### src/blc_pkg.sv
`default_nettype none
package blc_pkg;
	// Register indices; byte address is four times the index
	localparam logic [9:0]  BLC_IDX_FILTER     = 10'h080;
	localparam logic [9:0]  BLC_IDX_CTRL       = 10'h081;
	localparam logic [9:0]  BLC_IDX_STATUS     = 10'h088;
	localparam logic [9:0]  BLC_IDX_TARGET     = 10'h08c;
	localparam logic [9:0]  BLC_IDX_ROWS       = 10'h0c5;

	// Field positions
	localparam int          BLC_CTRL_AUTO_BIT  = 0;
	localparam int          BLC_CTRL_OFF_LSB   = 1;
	localparam int          BLC_CTRL_SIGN_BIT  = 10;
	localparam int          BLC_ROWS_GATE_BIT  = 8;
	localparam int          BLC_FILT_LSB       = 8;
	localparam int          BLC_TGT_ROLL_BIT   = 10;

	// Values after reset
	localparam logic [15:0] BLC_CTRL_RST       = 16'h0001;
	localparam logic [15:0] BLC_ROWS_RST       = 16'h0001;
	localparam logic [15:0] BLC_FILTER_RST     = 16'h0000;
	localparam logic [15:0] BLC_TARGET_RST     = 16'h0000;

	// Offset pattern that freezes automatic correction
	localparam logic [8:0]  BLC_FREEZE_CODE    = 9'h1ff;

	// Dark row geometry in global shutter operation
	localparam int          BLC_KERNEL_COLS    = 8;
	localparam logic [15:0] BLC_GS_KERNELS     = 16'h00f0;
	localparam logic [15:0] BLC_GS_ROW_PIX     = 16'h0780;

	typedef enum logic [1:0] {
		BLC_ST_IDLE,
		BLC_ST_DARK,
		BLC_ST_IMAGE
	} blc_state_e;
endpackage : blc_pkg
`default_nettype wire

### src/blc_core.sv
`default_nettype none
// Operation
// - Generate programmed dark row count each frame
// - Global shutter dark row: 240 kernels
// - Rolling shutter dark row: window line length
// - Skip bit blanks first dark row, unused
// - Auto mode computes, applies offset to image
// - Manual mode applies programmed offset and sign
// - Dark pixels leave uncorrected, raw; skipped row leaves as zeros
// - Manual offset same for every column
// - Offset all ones freezes auto corrections
// - Sign zero adds, one subtracts, manual
// - Auto corrections recomputed every frame
// - Separate correction per kernel column
// - Filter over 2^depth samples, flag shortage
module blc_core
	import blc_pkg::*;
#(
	parameter int PIX_W  = 10,
	parameter int ADDR_W = 12
) (
	input  wire logic              pclk,
	input  wire logic              presetn,
	input  wire logic              psel,
	input  wire logic              penable,
	input  wire logic              pwrite,
	input  wire logic [ADDR_W-1:0] paddr,
	input  wire logic [31:0]       pwdata,
	output logic                   pready,
	output logic      [31:0]       prdata,
	output logic                   pslverr,
	input  wire logic              frame_start,
	input  wire logic [15:0]       window_line_len,
	output logic                   dark_phase,
	input  wire logic              in_valid,
	output logic                   in_ready,
	input  wire logic [PIX_W-1:0]  in_pixel,
	output logic                   out_valid,
	input  wire logic              out_ready,
	output logic      [PIX_W-1:0]  out_pixel,
	output logic                   out_dark,
	output logic                   out_blank
);
	localparam int SUM_W  = PIX_W + 7;
	localparam int CORR_W = PIX_W + 2;
	localparam int NCOL   = BLC_KERNEL_COLS;

	if (PIX_W < 9 || PIX_W > 16 || ADDR_W < 12) begin : g_chk
		$error("blc_core: PIX_W must be 9..16 and ADDR_W at least 12");
	end

	function automatic logic blc_hit(input logic [ADDR_W-1:0] a, input logic [9:0] idx);
		blc_hit = (a[11:2] == idx) && (a[1:0] == 2'b00);
	endfunction : blc_hit

	// Sum is one bit wider than either operand, so the clamp sees the true sign
	function automatic logic [PIX_W-1:0] blc_apply(input logic [PIX_W-1:0] p,
		input logic signed [CORR_W-1:0] c);
		logic signed [CORR_W:0] s;
		s = $signed({2'b00, p}) + $signed({c[CORR_W-1], c});
		if (s < 0)
			blc_apply = '0;
		else if (s > $signed({2'b00, {PIX_W{1'b1}}}))
			blc_apply = '1;
		else
			blc_apply = s[PIX_W-1:0];
	endfunction : blc_apply

	logic [15:0]             ctrl_q;
	logic [15:0]             rows_q;
	logic [15:0]             filt_q;
	logic [15:0]             tgt_q;
	logic [31:0]             prdata_q;
	logic [NCOL-1:0]         short_q;
	blc_state_e              st_q;
	logic [7:0]              nrows_q;
	logic                    gate_q;
	logic [2:0]              dep_q;
	logic [15:0]             rowlen_q;
	logic [15:0]             pos_q;
	logic [7:0]              row_q;
	logic [2:0]              col_q;
	logic                    take;
	logic                    row_end;
	logic                    dark_end;
	logic                    use_row;
	logic                    auto_en;
	logic                    frozen;
	logic [7:0]              need;
	logic signed [CORR_W-1:0] man_corr;
	logic signed [CORR_W-1:0] man_mag;
	logic signed [CORR_W-1:0] corr_q [NCOL];
	logic signed [CORR_W-1:0] corr_use;
	logic                    buf_ready;
	logic [PIX_W+1:0]        buf_in;
	logic [PIX_W+1:0]        buf_out;
	logic [PIX_W-1:0]        pix_res;
	logic                    wr_en;
	logic                    setup;

	// APB: no wait states, error on unmapped word
	assign pready  = 1'b1;
	assign setup   = psel & ~penable;
	assign wr_en   = psel & penable & pwrite;
	assign pslverr = psel & penable & ~(blc_hit(paddr, BLC_IDX_FILTER) | blc_hit(paddr, BLC_IDX_CTRL) |
		blc_hit(paddr, BLC_IDX_STATUS) | blc_hit(paddr, BLC_IDX_TARGET) | blc_hit(paddr, BLC_IDX_ROWS));
	assign prdata  = prdata_q;

	always_ff @(posedge pclk or negedge presetn) begin
		if (!presetn) begin
			ctrl_q <= BLC_CTRL_RST;
			rows_q <= BLC_ROWS_RST;
			filt_q <= BLC_FILTER_RST;
			tgt_q  <= BLC_TARGET_RST;
		end else if (wr_en) begin
			if (blc_hit(paddr, BLC_IDX_CTRL))
				ctrl_q <= {5'h00, pwdata[10:0]};
			if (blc_hit(paddr, BLC_IDX_ROWS))
				rows_q <= {7'h00, pwdata[8:0]};
			if (blc_hit(paddr, BLC_IDX_FILTER))
				filt_q <= {5'h00, pwdata[10:8], 8'h00};
			if (blc_hit(paddr, BLC_IDX_TARGET))
				tgt_q <= {5'h00, pwdata[10:0]};
		end
	end

	// Read data is latched in the setup cycle so it stands for the access cycle
	always_ff @(posedge pclk or negedge presetn) begin
		if (!presetn) begin
			prdata_q <= 32'h0000_0000;
		end else if (setup && !pwrite) begin
			if (blc_hit(paddr, BLC_IDX_CTRL))
				prdata_q <= {16'h0000, ctrl_q};
			else if (blc_hit(paddr, BLC_IDX_ROWS))
				prdata_q <= {16'h0000, rows_q};
			else if (blc_hit(paddr, BLC_IDX_FILTER))
				prdata_q <= {16'h0000, filt_q};
			else if (blc_hit(paddr, BLC_IDX_TARGET))
				prdata_q <= {16'h0000, tgt_q};
			else if (blc_hit(paddr, BLC_IDX_STATUS))
				prdata_q <= {24'h00_0000, short_q};
			else
				prdata_q <= 32'h0000_0000;
		end
	end

	// Mode bits act at once; the frame geometry and the filter depth wait for frame_start
	assign auto_en  = ctrl_q[BLC_CTRL_AUTO_BIT];
	assign frozen   = (ctrl_q[BLC_CTRL_SIGN_BIT-1:BLC_CTRL_OFF_LSB] == BLC_FREEZE_CODE);
	// Nine-bit offset; PIX_W of nine or more leaves room for the sign
	assign man_mag  = signed'(CORR_W'({7'h00, ctrl_q[BLC_CTRL_SIGN_BIT-1:BLC_CTRL_OFF_LSB]}));
	assign man_corr = ctrl_q[BLC_CTRL_SIGN_BIT] ? -man_mag : man_mag;
	assign need     = 8'd1 << dep_q;

	assign take     = in_valid & in_ready;
	assign row_end  = take && (st_q == BLC_ST_DARK) && (pos_q == rowlen_q - 16'd1);
	assign dark_end = row_end && (row_q == nrows_q - 8'd1);
	assign use_row  = !(gate_q && row_q == 8'd0);
	assign dark_phase = (st_q == BLC_ST_DARK);

	// Frame settings are latched at frame start so a mid-frame write cannot tear a frame
	always_ff @(posedge pclk or negedge presetn) begin
		if (!presetn) begin
			nrows_q  <= 8'h00;
			gate_q   <= 1'b0;
			dep_q    <= 3'h0;
			rowlen_q <= BLC_GS_ROW_PIX;
		end else if (frame_start) begin
			nrows_q <= rows_q[7:0];
			gate_q  <= rows_q[BLC_ROWS_GATE_BIT];
			dep_q   <= filt_q[BLC_FILT_LSB+2:BLC_FILT_LSB];
			if (tgt_q[BLC_TGT_ROLL_BIT])
				rowlen_q <= window_line_len;
			else
				rowlen_q <= BLC_GS_ROW_PIX;
		end
	end

	// A zero row count skips the dark phase; software must not program it
	always_ff @(posedge pclk or negedge presetn) begin
		if (!presetn) begin
			st_q  <= BLC_ST_IDLE;
			pos_q <= 16'h0000;
			row_q <= 8'h00;
			col_q <= 3'h0;
		end else if (frame_start) begin
			pos_q <= 16'h0000;
			row_q <= 8'h00;
			col_q <= 3'h0;
			st_q  <= (rows_q[7:0] != 8'h00) ? BLC_ST_DARK : BLC_ST_IMAGE;
		end else begin
			case (st_q)
				BLC_ST_IDLE: begin
					st_q <= BLC_ST_IDLE;
				end
				BLC_ST_DARK: begin
					if (take) begin
						col_q <= col_q + 3'd1;
						pos_q <= pos_q + 16'd1;
					end
					if (row_end) begin
						pos_q <= 16'h0000;
						col_q <= 3'h0;
						row_q <= row_q + 8'd1;
					end
					if (dark_end)
						st_q <= BLC_ST_IMAGE;
				end
				BLC_ST_IMAGE: begin
					if (take)
						col_q <= col_q + 3'd1;
				end
				default: begin
					st_q <= BLC_ST_IDLE;
				end
			endcase
		end
	end

	// One accumulator per kernel column; too few samples raises that column's flag
	for (genvar c = 0; c < NCOL; c++) begin : g_col
		logic [SUM_W-1:0] sum_q;
		logic [7:0]       cnt_q;
		logic [SUM_W-1:0] sum_nx;
		logic [7:0]       cnt_nx;
		logic [SUM_W-1:0] avg;

		always_comb begin
			sum_nx = sum_q;
			cnt_nx = cnt_q;
			if (take && st_q == BLC_ST_DARK && col_q == 3'(c) && use_row && cnt_q < need) begin
				sum_nx = sum_q + SUM_W'(in_pixel);
				cnt_nx = cnt_q + 8'd1;
			end
			avg = sum_nx >> dep_q;
		end

		always_ff @(posedge pclk or negedge presetn) begin
			if (!presetn) begin
				sum_q <= '0;
				cnt_q <= 8'h00;
			end else if (frame_start) begin
				sum_q <= '0;
				cnt_q <= 8'h00;
			end else begin
				sum_q <= sum_nx;
				cnt_q <= cnt_nx;
			end
		end

		// Shortage flag is rewritten every frame, so it needs no clear
		always_ff @(posedge pclk or negedge presetn) begin
			if (!presetn) begin
				corr_q[c]  <= '0;
				short_q[c] <= 1'b0;
			end else if (dark_end) begin
				short_q[c] <= (cnt_nx < need);
				if (auto_en && !frozen)
					corr_q[c] <= $signed({2'b00, tgt_q[PIX_W-1:0]}) - $signed({2'b00, avg[PIX_W-1:0]});
			end
		end
	end

	// Manual mode bypasses the stored factors but keeps them for auto
	assign corr_use = auto_en ? corr_q[col_q] : man_corr;
	assign pix_res  = blc_apply(in_pixel, corr_use);

	// Dark pixels pass raw; the skipped row leaves as zeros
	always_comb begin
		if (st_q == BLC_ST_DARK && !use_row)
			buf_in = {1'b1, 1'b1, {PIX_W{1'b0}}};
		else if (st_q == BLC_ST_DARK)
			buf_in = {1'b1, 1'b0, in_pixel};
		else if (st_q == BLC_ST_IMAGE)
			buf_in = {1'b0, 1'b0, pix_res};
		else
			buf_in = {1'b0, 1'b0, in_pixel};
	end

	// Buffer absorbs a receiver stall; its ready stalls the pixel source
	assign in_ready = buf_ready;

	blc_buf2 #(
		.W(PIX_W + 2)
	) u_buf (
		.pclk     (pclk),
		.presetn  (presetn),
		.in_valid (in_valid),
		.in_ready (buf_ready),
		.in_data  (buf_in),
		.out_valid(out_valid),
		.out_ready(out_ready),
		.out_data (buf_out)
	);

	assign out_dark  = buf_out[PIX_W+1];
	assign out_blank = buf_out[PIX_W];
	assign out_pixel = buf_out[PIX_W-1:0];
endmodule : blc_core
`default_nettype wire

### src/blc_buf2.sv
`default_nettype none
module blc_buf2 #(
	parameter int W = 12
) (
	input  wire logic         pclk,
	input  wire logic         presetn,
	input  wire logic         in_valid,
	output logic              in_ready,
	input  wire logic [W-1:0] in_data,
	output logic              out_valid,
	input  wire logic         out_ready,
	output logic      [W-1:0] out_data
);
	if (W < 1) begin : g_chk
		$error("blc_buf2: W must be positive");
	end

	logic [W-1:0] mem_q [2];
	logic         wp_q;
	logic         rp_q;
	logic [1:0]   cnt_q;
	logic         push;
	logic         pop;

	assign in_ready  = (cnt_q != 2'd2);
	assign out_valid = (cnt_q != 2'd0);
	assign out_data  = mem_q[rp_q];
	assign push      = in_valid & in_ready;
	assign pop       = out_valid & out_ready;

	always_ff @(posedge pclk or negedge presetn) begin
		if (!presetn) begin
			mem_q[0] <= '0;
			mem_q[1] <= '0;
		end else if (push) begin
			mem_q[wp_q] <= in_data;
		end
	end

	always_ff @(posedge pclk or negedge presetn) begin
		if (!presetn) begin
			wp_q  <= 1'b0;
			rp_q  <= 1'b0;
			cnt_q <= 2'd0;
		end else begin
			if (push)
				wp_q <= ~wp_q;
			if (pop)
				rp_q <= ~rp_q;
			if (push && !pop)
				cnt_q <= cnt_q + 2'd1;
			else if (pop && !push)
				cnt_q <= cnt_q - 2'd1;
		end
	end
endmodule : blc_buf2
`default_nettype wire

### config.mk
export PLATFORM = sky130hd
export DESIGN_NAME = blc_core
export DESIGN_NICKNAME = d
export VERILOG_FILES = /design/src/blc_pkg.sv /design/src/blc_core.sv /design/src/blc_buf2.sv
export SDC_FILE = /design/constraint.sdc
export NUM_CORES = 2
export LEC_CHECK = 0
export ABC_AREA = 1
export BUFFER_PORTS_ARGS = -buffer_cell sky130_fd_sc_hd__buf_4
export CAP_MARGIN = 20
export CORE_MARGIN = 2
export CORE_UTILIZATION = 40
export CTS_CLUSTER_SIZE = 28
export DETAILED_ROUTE_END_ITERATION = 8
export GPL_TIMING_DRIVEN = 0
export HOLD_SLACK_MARGIN = 0.05
export SLEW_MARGIN = 20
export SYNTH_ARGS = -nofsm -noshare
export SYNTH_HDL_FRONTEND = slang
export SYNTH_SLANG_ARGS = --single-unit
### constraint.sdc
create_clock -name pclk -period 4.9 [get_ports pclk]
set_clock_uncertainty 0.15 [all_clocks]
set_input_delay 0.98 -clock pclk [delete_from_list [all_inputs] [get_ports pclk]]
set_output_delay 0.98 -clock pclk [all_outputs]
set_load 0.01 [all_outputs]
# [Word-level counts from Yosys, hierarchy flattened]
# Index checks and enable logic that the tools add are counted.
[op_classes] n_addsub=33 magnitude_cmp=22 n_eq_ne=20 shifts=9 n_mux=71 n_bitwise=17 reduce_logical=62
[op_table] op="17-bit 2-to-1 mux" n=16
[op_table] op="8-bit 2-to-1 mux" n=20
[op_table] op="17-bit by 10-bit adder with 17-bit output" n=8
[op_table] op="17-bit by 3-bit right shift with 10-bit output" n=8
[op_table] op="8-bit less-than comparator" n=16
[op_table] op="12-bit 2-to-1 mux" n=10
[op_table] op="10-bit by 10-bit subtractor with 11-bit output" n=8
[op_table] op="16-bit 2-to-1 mux" n=5
[op_table] op="8-bit by 1-bit adder with 8-bit output, second input constant" n=9
[op_table] op="10-bit by 8-bit equality test with 1-bit output, second input constant" n=5
[op_table] op="11-bit 2-to-1 mux" n=4
[op_table] op="1-bit logical AND" n=39
[op_table] op="12-bit binary-select mux with 3-bit select" n=1
[op_table] op="10-bit 2-to-1 mux" n=3
[op_table] op="24-bit bitwise mux" n=1
[op_table] op="16-bit by 1-bit adder with 16-bit output, second input constant" n=1
[op_table] op="16-bit equality test" n=1
[op_table] op="2-bit AND reduction" n=8
[op_table] op="16-bit by 1-bit subtractor with 16-bit output, second input constant" n=1
[op_table] op="11-bit by 12-bit adder with 13-bit output" n=1
[op_table] op="13-bit by 11-bit > comparator with 1-bit output, second input constant" n=1
[op_table] op="13-bit by 1-bit less-than comparator with 1-bit output, second input constant" n=1
[op_table] op="12-bit demux with 1-bit select" n=1
[op_table] op="3-bit equality test, second input constant" n=4
[op_table] op="other kinds (33)" n=62
[totals] register_bits=455 inputBits=78 out_inout_bits=49 word_cells=284

# [Depth between registers and ports, before layout]
[depth] depth_word=13 ltp_mapped=35 mapped_depth_nobuf=34

# [Modules after synthesis]
# From an unflattened synthesis, not the netlist that was laid out.
[unflattened] cells_unflattened=5733 area_unflattened_um2=37591.1
[modules_own_cells] module="blc_core" instances=1 cells_per_inst=5560 area_per_inst_um2=36196.0 seq_area_each_um2=9967.1
[modules_own_cells] module="blc_buf2" instances=1 cells_per_inst=173 area_per_inst_um2=1395.1 seq_area_each_um2=700.7

# [Worst setup path after synthesis]
# OpenSTA, ideal clock, no wires.
[synth_path] path_type="register to register" from="register dep_q[1]" to="register corr_q[92] (netlist name)" setup_time_ns=0.065 t_arrival_ns=4.910 setup_slack_ns=-0.225 stages_incl_launch_ff=30 n_path_buf=3 period_less_slack_ns=5.125 cell_sequence="dfrtp_1 -> buf_2 -> inv_2 -> nor2_1 -> clkbuf_1 -> nand2_1 -> ha_1 -> nand2_1 -> inv_1 -> a211oi_1 -> nand3_2 -> inv_2 -> buf_2 -> nand2_1 -> nand3_1 -> nand3_1 -> nand3_1 -> o21ai_0 -> ha_1 -> fa_1 -> o21ai_0 -> nand2_1 -> nand2_1 -> nand2_1 -> a21boi_0 -> o21ai_0 -> nand2_1 -> xor2_1 -> nand3_1 -> nand2_1"
[synth_between] elab_chain_cells=6
[synth_lines] item="start, declared" line="blc_core.sv:78" source="logic [2:0] dep_q;"
[synth_lines] item="start signal, assigned" line="blc_core.sv:171" source="dep_q <= filt_q[BLC_FILT_LSB+2:BLC_FILT_LSB];"
[synth_lines] item="1-bit by 3-bit << shifter with 8-bit output" line="blc_core.sv:153" source="assign need = 8'd1 << dep_q;"
[synth_lines] item="8-bit less-than comparator" line="blc_core.sv:231" source="if (take && st_q == BLC_ST_DARK && col_q == 3'(c) && use_row && cnt_q < need) begin"
[synth_lines] item="1-bit logical AND" line="blc_core.sv:231"
[synth_lines] item="17-bit 2-to-1 mux" line="blc_core.sv:231"
[synth_lines] item="17-bit by 3-bit right shift with 10-bit output *" line="blc_core.sv:235" source="avg = sum_nx >> dep_q;"
[synth_lines] item="10-bit by 10-bit subtractor with 11-bit output *" line="blc_core.sv:259" source="corr_q[c] <= $signed({2'b00, tgt_q[PIX_W-1:0]}) - $signed({2'b00, avg[PIX_W-1:0]});"
[synth_lines] item="end signal, assigned by index" line="blc_core.sv:259"
[synth_lines] item="end, declared" line="blc_core.sv:92" source="logic signed [CORR_W-1:0] corr_q [NCOL];"
# Every way passes the cells marked *; elsewhere a longest branch is shown, timed or not.
# A chain may end at the register's enable or synchronous reset.

# [Worst setup path in the final report]
[layout_path] from="register dep_q[1]" to="register corr_q[32] (netlist name)"
# Same word-level chain as after synthesis.

==> run metrics <==
top_reg_cell synth=dfrtp_1; number of distinct library cells after synthesis=between 60 and 70; CTS H-tree lvls=2; worst-case headroom to the max-slew limit=a little over a tenth; most common library cell in the layout ignoring fill and taps=nand2_1; transition time at the pin with the least slew margin=~1.3 ns; net count of the finished layout=between 6000 and 7000; CP max stage cell=dfrtp_1; Net Sw Power=between 0.002 and 0.003 W; worst-case clock buffer depth=3; first-pass GRT wire length=about 220000 µm; clock tree root driver cell=clkbuf_16; kind of start point of the critical path=flip-flop; initial detailed-routing violation count=~4100; global route overflow=0; setup repair after global routing missed its margin=yes; Synth top area share=between 20% and 30%; fraction of power consumed by sequential logic=39.5%; Simple-Gate Fraction of Synth Area=34.6%; combinational power share=between 10% and 20%; most repeated library cell on the critical path=nand2_1; library cell with the largest summed area after synthesis=dfrtp_1; initial core utilization=between 40 and 50%; dominant cells by area after synthesis=dfrtp_1 28%, nand2_1 18%, ha_1 10%, nand3_1 8.0%, inv_1 5.5%; Syn Std Cell Area=~37000 µm²; data required time of the worst path=approximately 5.3 ns; multiplexer fraction of the synthesized cell area=less than 1%; Switching Fraction=28.7%; Ys Warns=0; number of cells produced by synthesis=5542; DR vias/cell=5.59; number of global-route vias before repair=between 30000 and 40000; count of final max-slew check failures=0; GR Util All Layers=31.0%; Adder-Cell Fraction of Synth Area=between 10% and 20%; area of the placeable core=a little over 90000 µm²; post-route fraction of the period consumed by the critical path=103%; std cell rows=around 110; number of antenna violations at the first check in global routing=6; post-placement cell area=39300 µm²; total power per unit cell area=between 200 and 250 nW/µm²; compound-gate portion of the synthesized area=10.4%; most frequent cells in the layout=1646 x nand2_1, 536 x nand3_1, 534 x inv_1; number of synthesized flops with an enable pin=0; critical path class=reg2reg; M2 GR Usage=49.1%; xor-xnor portion of the synthesized cell area=6.28%; total die area=94900 µm²; maximum vdd drop=0.000273 V; classification of the worst-slack hold path=in2async; Internal Pwr Total=between 0.006 and 0.007 W; post-route standard cell area excluding fillers=about 46000 µm²; share of power burned in the clock network=47.0%; grt met1 use=41.1%; top-level port count=about 130; detailed placer's ending HPWL=between 100000 and 150000 µm; later-pin clock latency in the skew report=around 0.67 ns; clock transition at the register clock pins on the worst setup and hold paths after CTS=roughly 0.070 ns; Final ANT Viol Nets=0; CTS sink cnt=approximately 430; Syn-to-layout area delta=24.1%; endpoint arrival time on the critical path=roughly 5.5 ns; number of clock buffers inserted by TritonCTS=between 50 and 60; fraction of final layout cells sized beyond drive strength 1=roughly 16%; DRC violation count after routing=0; via total after detailed routing=between 30000 and 40000; dominant combinational cell family by area after synthesis=simple AND/OR/NAND/NOR gates; slowest stage delay, CP=about 0.43 ns; met3 layer usage reported by global route=under 10%; Hold Fails Final Rpt=0; #FFs+latches synth=~430; Final Wtd Congestion=a little under 1; Final TNS setup=-0.476 ns; Die H=between 300 and 400 µm; Critical Path Fanout Max=7; layout filler cell count=between 9000 and 10000; worst slack at placement=-3.11 ns; leakage power=about 23 nW; share of async-settable or async-resettable flops after synthesis=100%; total wire length=around 150000 µm; Tmin final=5.05 ns; type of destination of the critical path=flip-flop; failing checks=negative setup slack; CTS tree=built; average cell area after synthesis=6.67 µm²; total of max-cap violations=0; part of the Yosys area used for sequential elements=around 29%; final setup violation count=9; maximum number of pins on one net before global-route repair=94; number of diodes=0; final worst-path setup slack=-0.151 ns; most crowded layer after global routing=met2; WL per Instance=about 21 µm; top achievable clock speed=198 MHz; count of input and output buffers=82; first-pass detailed-route iteration total=7; outcome=finished, violations left; width of the die=approximately 310 µm
[per-stage QoR]
step	std cells	hold slack (ns)	power (W)	util, %
after detailed placement	6834	0.310	0.00495	42.9
after global placement	6830	0.303	0.00492	42.7
after CTS	7064	0.196	0.00937	47.7
final	7135	0.167	0.00935	50.1
after global routing	7135	0.235	0.00968	50.1
after floorplan	5562	0.287	0.00440	-
[cells by family (layout without fill, tap and decap cells)]
group | count (synthesis) | in the layout
compound gates | 698 | 698
xor+xnor | 262 | 262
fa+ha+maj | 322 | 322
buf+inv | 782 | 1164
flops | 426 | 426
mux | 1 | 1
other cells | 2 | 22
simple gates | 3049 | 3054
[Yosys cell counts, drive strengths merged (6+ instances only)]
cell type  count
xor2         169
nand2       1784
and2          10
nand3        597
clkbuf       106
o22ai          7
buf          112
inv          559
o21bai         7
nor3          55
nor2         480
nand4         57
xnor2         91
a21oi        231
nand3b        29
a211oi        15
fa            17
o221ai        17
dfstp          6
dfrtp        420
o21ai        339
o211ai        24
ha           305
o31ai          8
a21o          13
or2           17
a21boi         7
nor4          14
[path summary, 6_finish.rpt]
kind | start | to | slack, ns | cells after the start
min in group pclk | corr_q[75] | corr_q[75] | 0.33 | 2
min reg2reg | corr_q[75] | corr_q[75] | 0.33 | 2
max in group asynchronous | presetn | rowlen_q[10] | 3.05 | 3
max | dep_q[1] | corr_q[32] | -0.15 | 34
min | presetn | g_col[3].cnt_q[7] | 0.17 | 1
max reg2reg | dep_q[1] | corr_q[32] | -0.15 | 34
[worst max-delay path, delay by kind of cell (launching register included)]
family                   cells  cell delay [ns]
AND/OR/NAND/NOR             18             1.64
buffers and inverters        7             0.96
XOR/XNOR                     1             0.24
adder cells (fa/ha/maj)      3             0.80
flip-flops                   1             0.43
AO/OA/AOI/OAI                5             0.67
[power groups by stage]
stage	Sequential, W	Clock (W)	Combinational (W)
final	0.00369	0.00440	0.00126
after global routing	0.00370	0.00459	0.00139
after CTS	0.00369	0.00446	0.00123
after detailed placement	0.00375	0	0.00119
after global placement	0.00376	0	0.00117
after floorplan	0.00373	0	0.000668
[timing repair]
action	4_1_cts	5_1_grt
buffers inserted	130	66
gates cloned	5	5
resized for setup	409	349
setup endpoints to repair	285	67
pin swaps	95	160
hold buffers	0	0
[area by class of cell]
cell class / count / area (µm²) / area share (%)
Multi-Input combinational cell: 4359 / 25700 / 55.9
Sequential cell: 426 / 10700 / 23.2
Timing Repair Buffer: 287 / 2560 / 5.57
Inverter: 564 / 2190 / 4.76
Clock buffer: 76 / 1580 / 3.45
Tap cell: 1186 / 1480 / 3.23
Buffer: 215 / 1430 / 3.12
Clock inverter: 22 / 333 / 0.725
[state kept, by name, indices dropped and copies added (netlist names), 2 cells and up]
| register | count |
|---|---|
| u_buf.mem_q | 24 |
| col_q | 3 |
| pos_q | 16 |
| ctrl_q | 11 |
| corr_q | 88 |
| nrows_q | 8 |
| short_q | 8 |
| filt_q | 3 |
| st_q | 2 |
| g_col.sum_q | 136 |
| u_buf.cnt_q | 2 |
| prdata | 11 |
| rowlen_q | 16 |
| tgt_q | 11 |
| g_col.cnt_q | 64 |
| row_q | 8 |
| rows_q | 9 |
| dep_q | 3 |
[layer usage]
layer | share of wire, % | wire length [µm] | vias to the layer above
met5 | 0 | 0 | -
met4 | 6.2 | 9430 | 0
met3 | 8.4 | 12800 | 471
met2 | 44 | 67300 | 1825
met1 | 41 | 62400 | 18800
li1 | - | - | 18700
No activity file was read; power rests on OpenSTA's default activity.
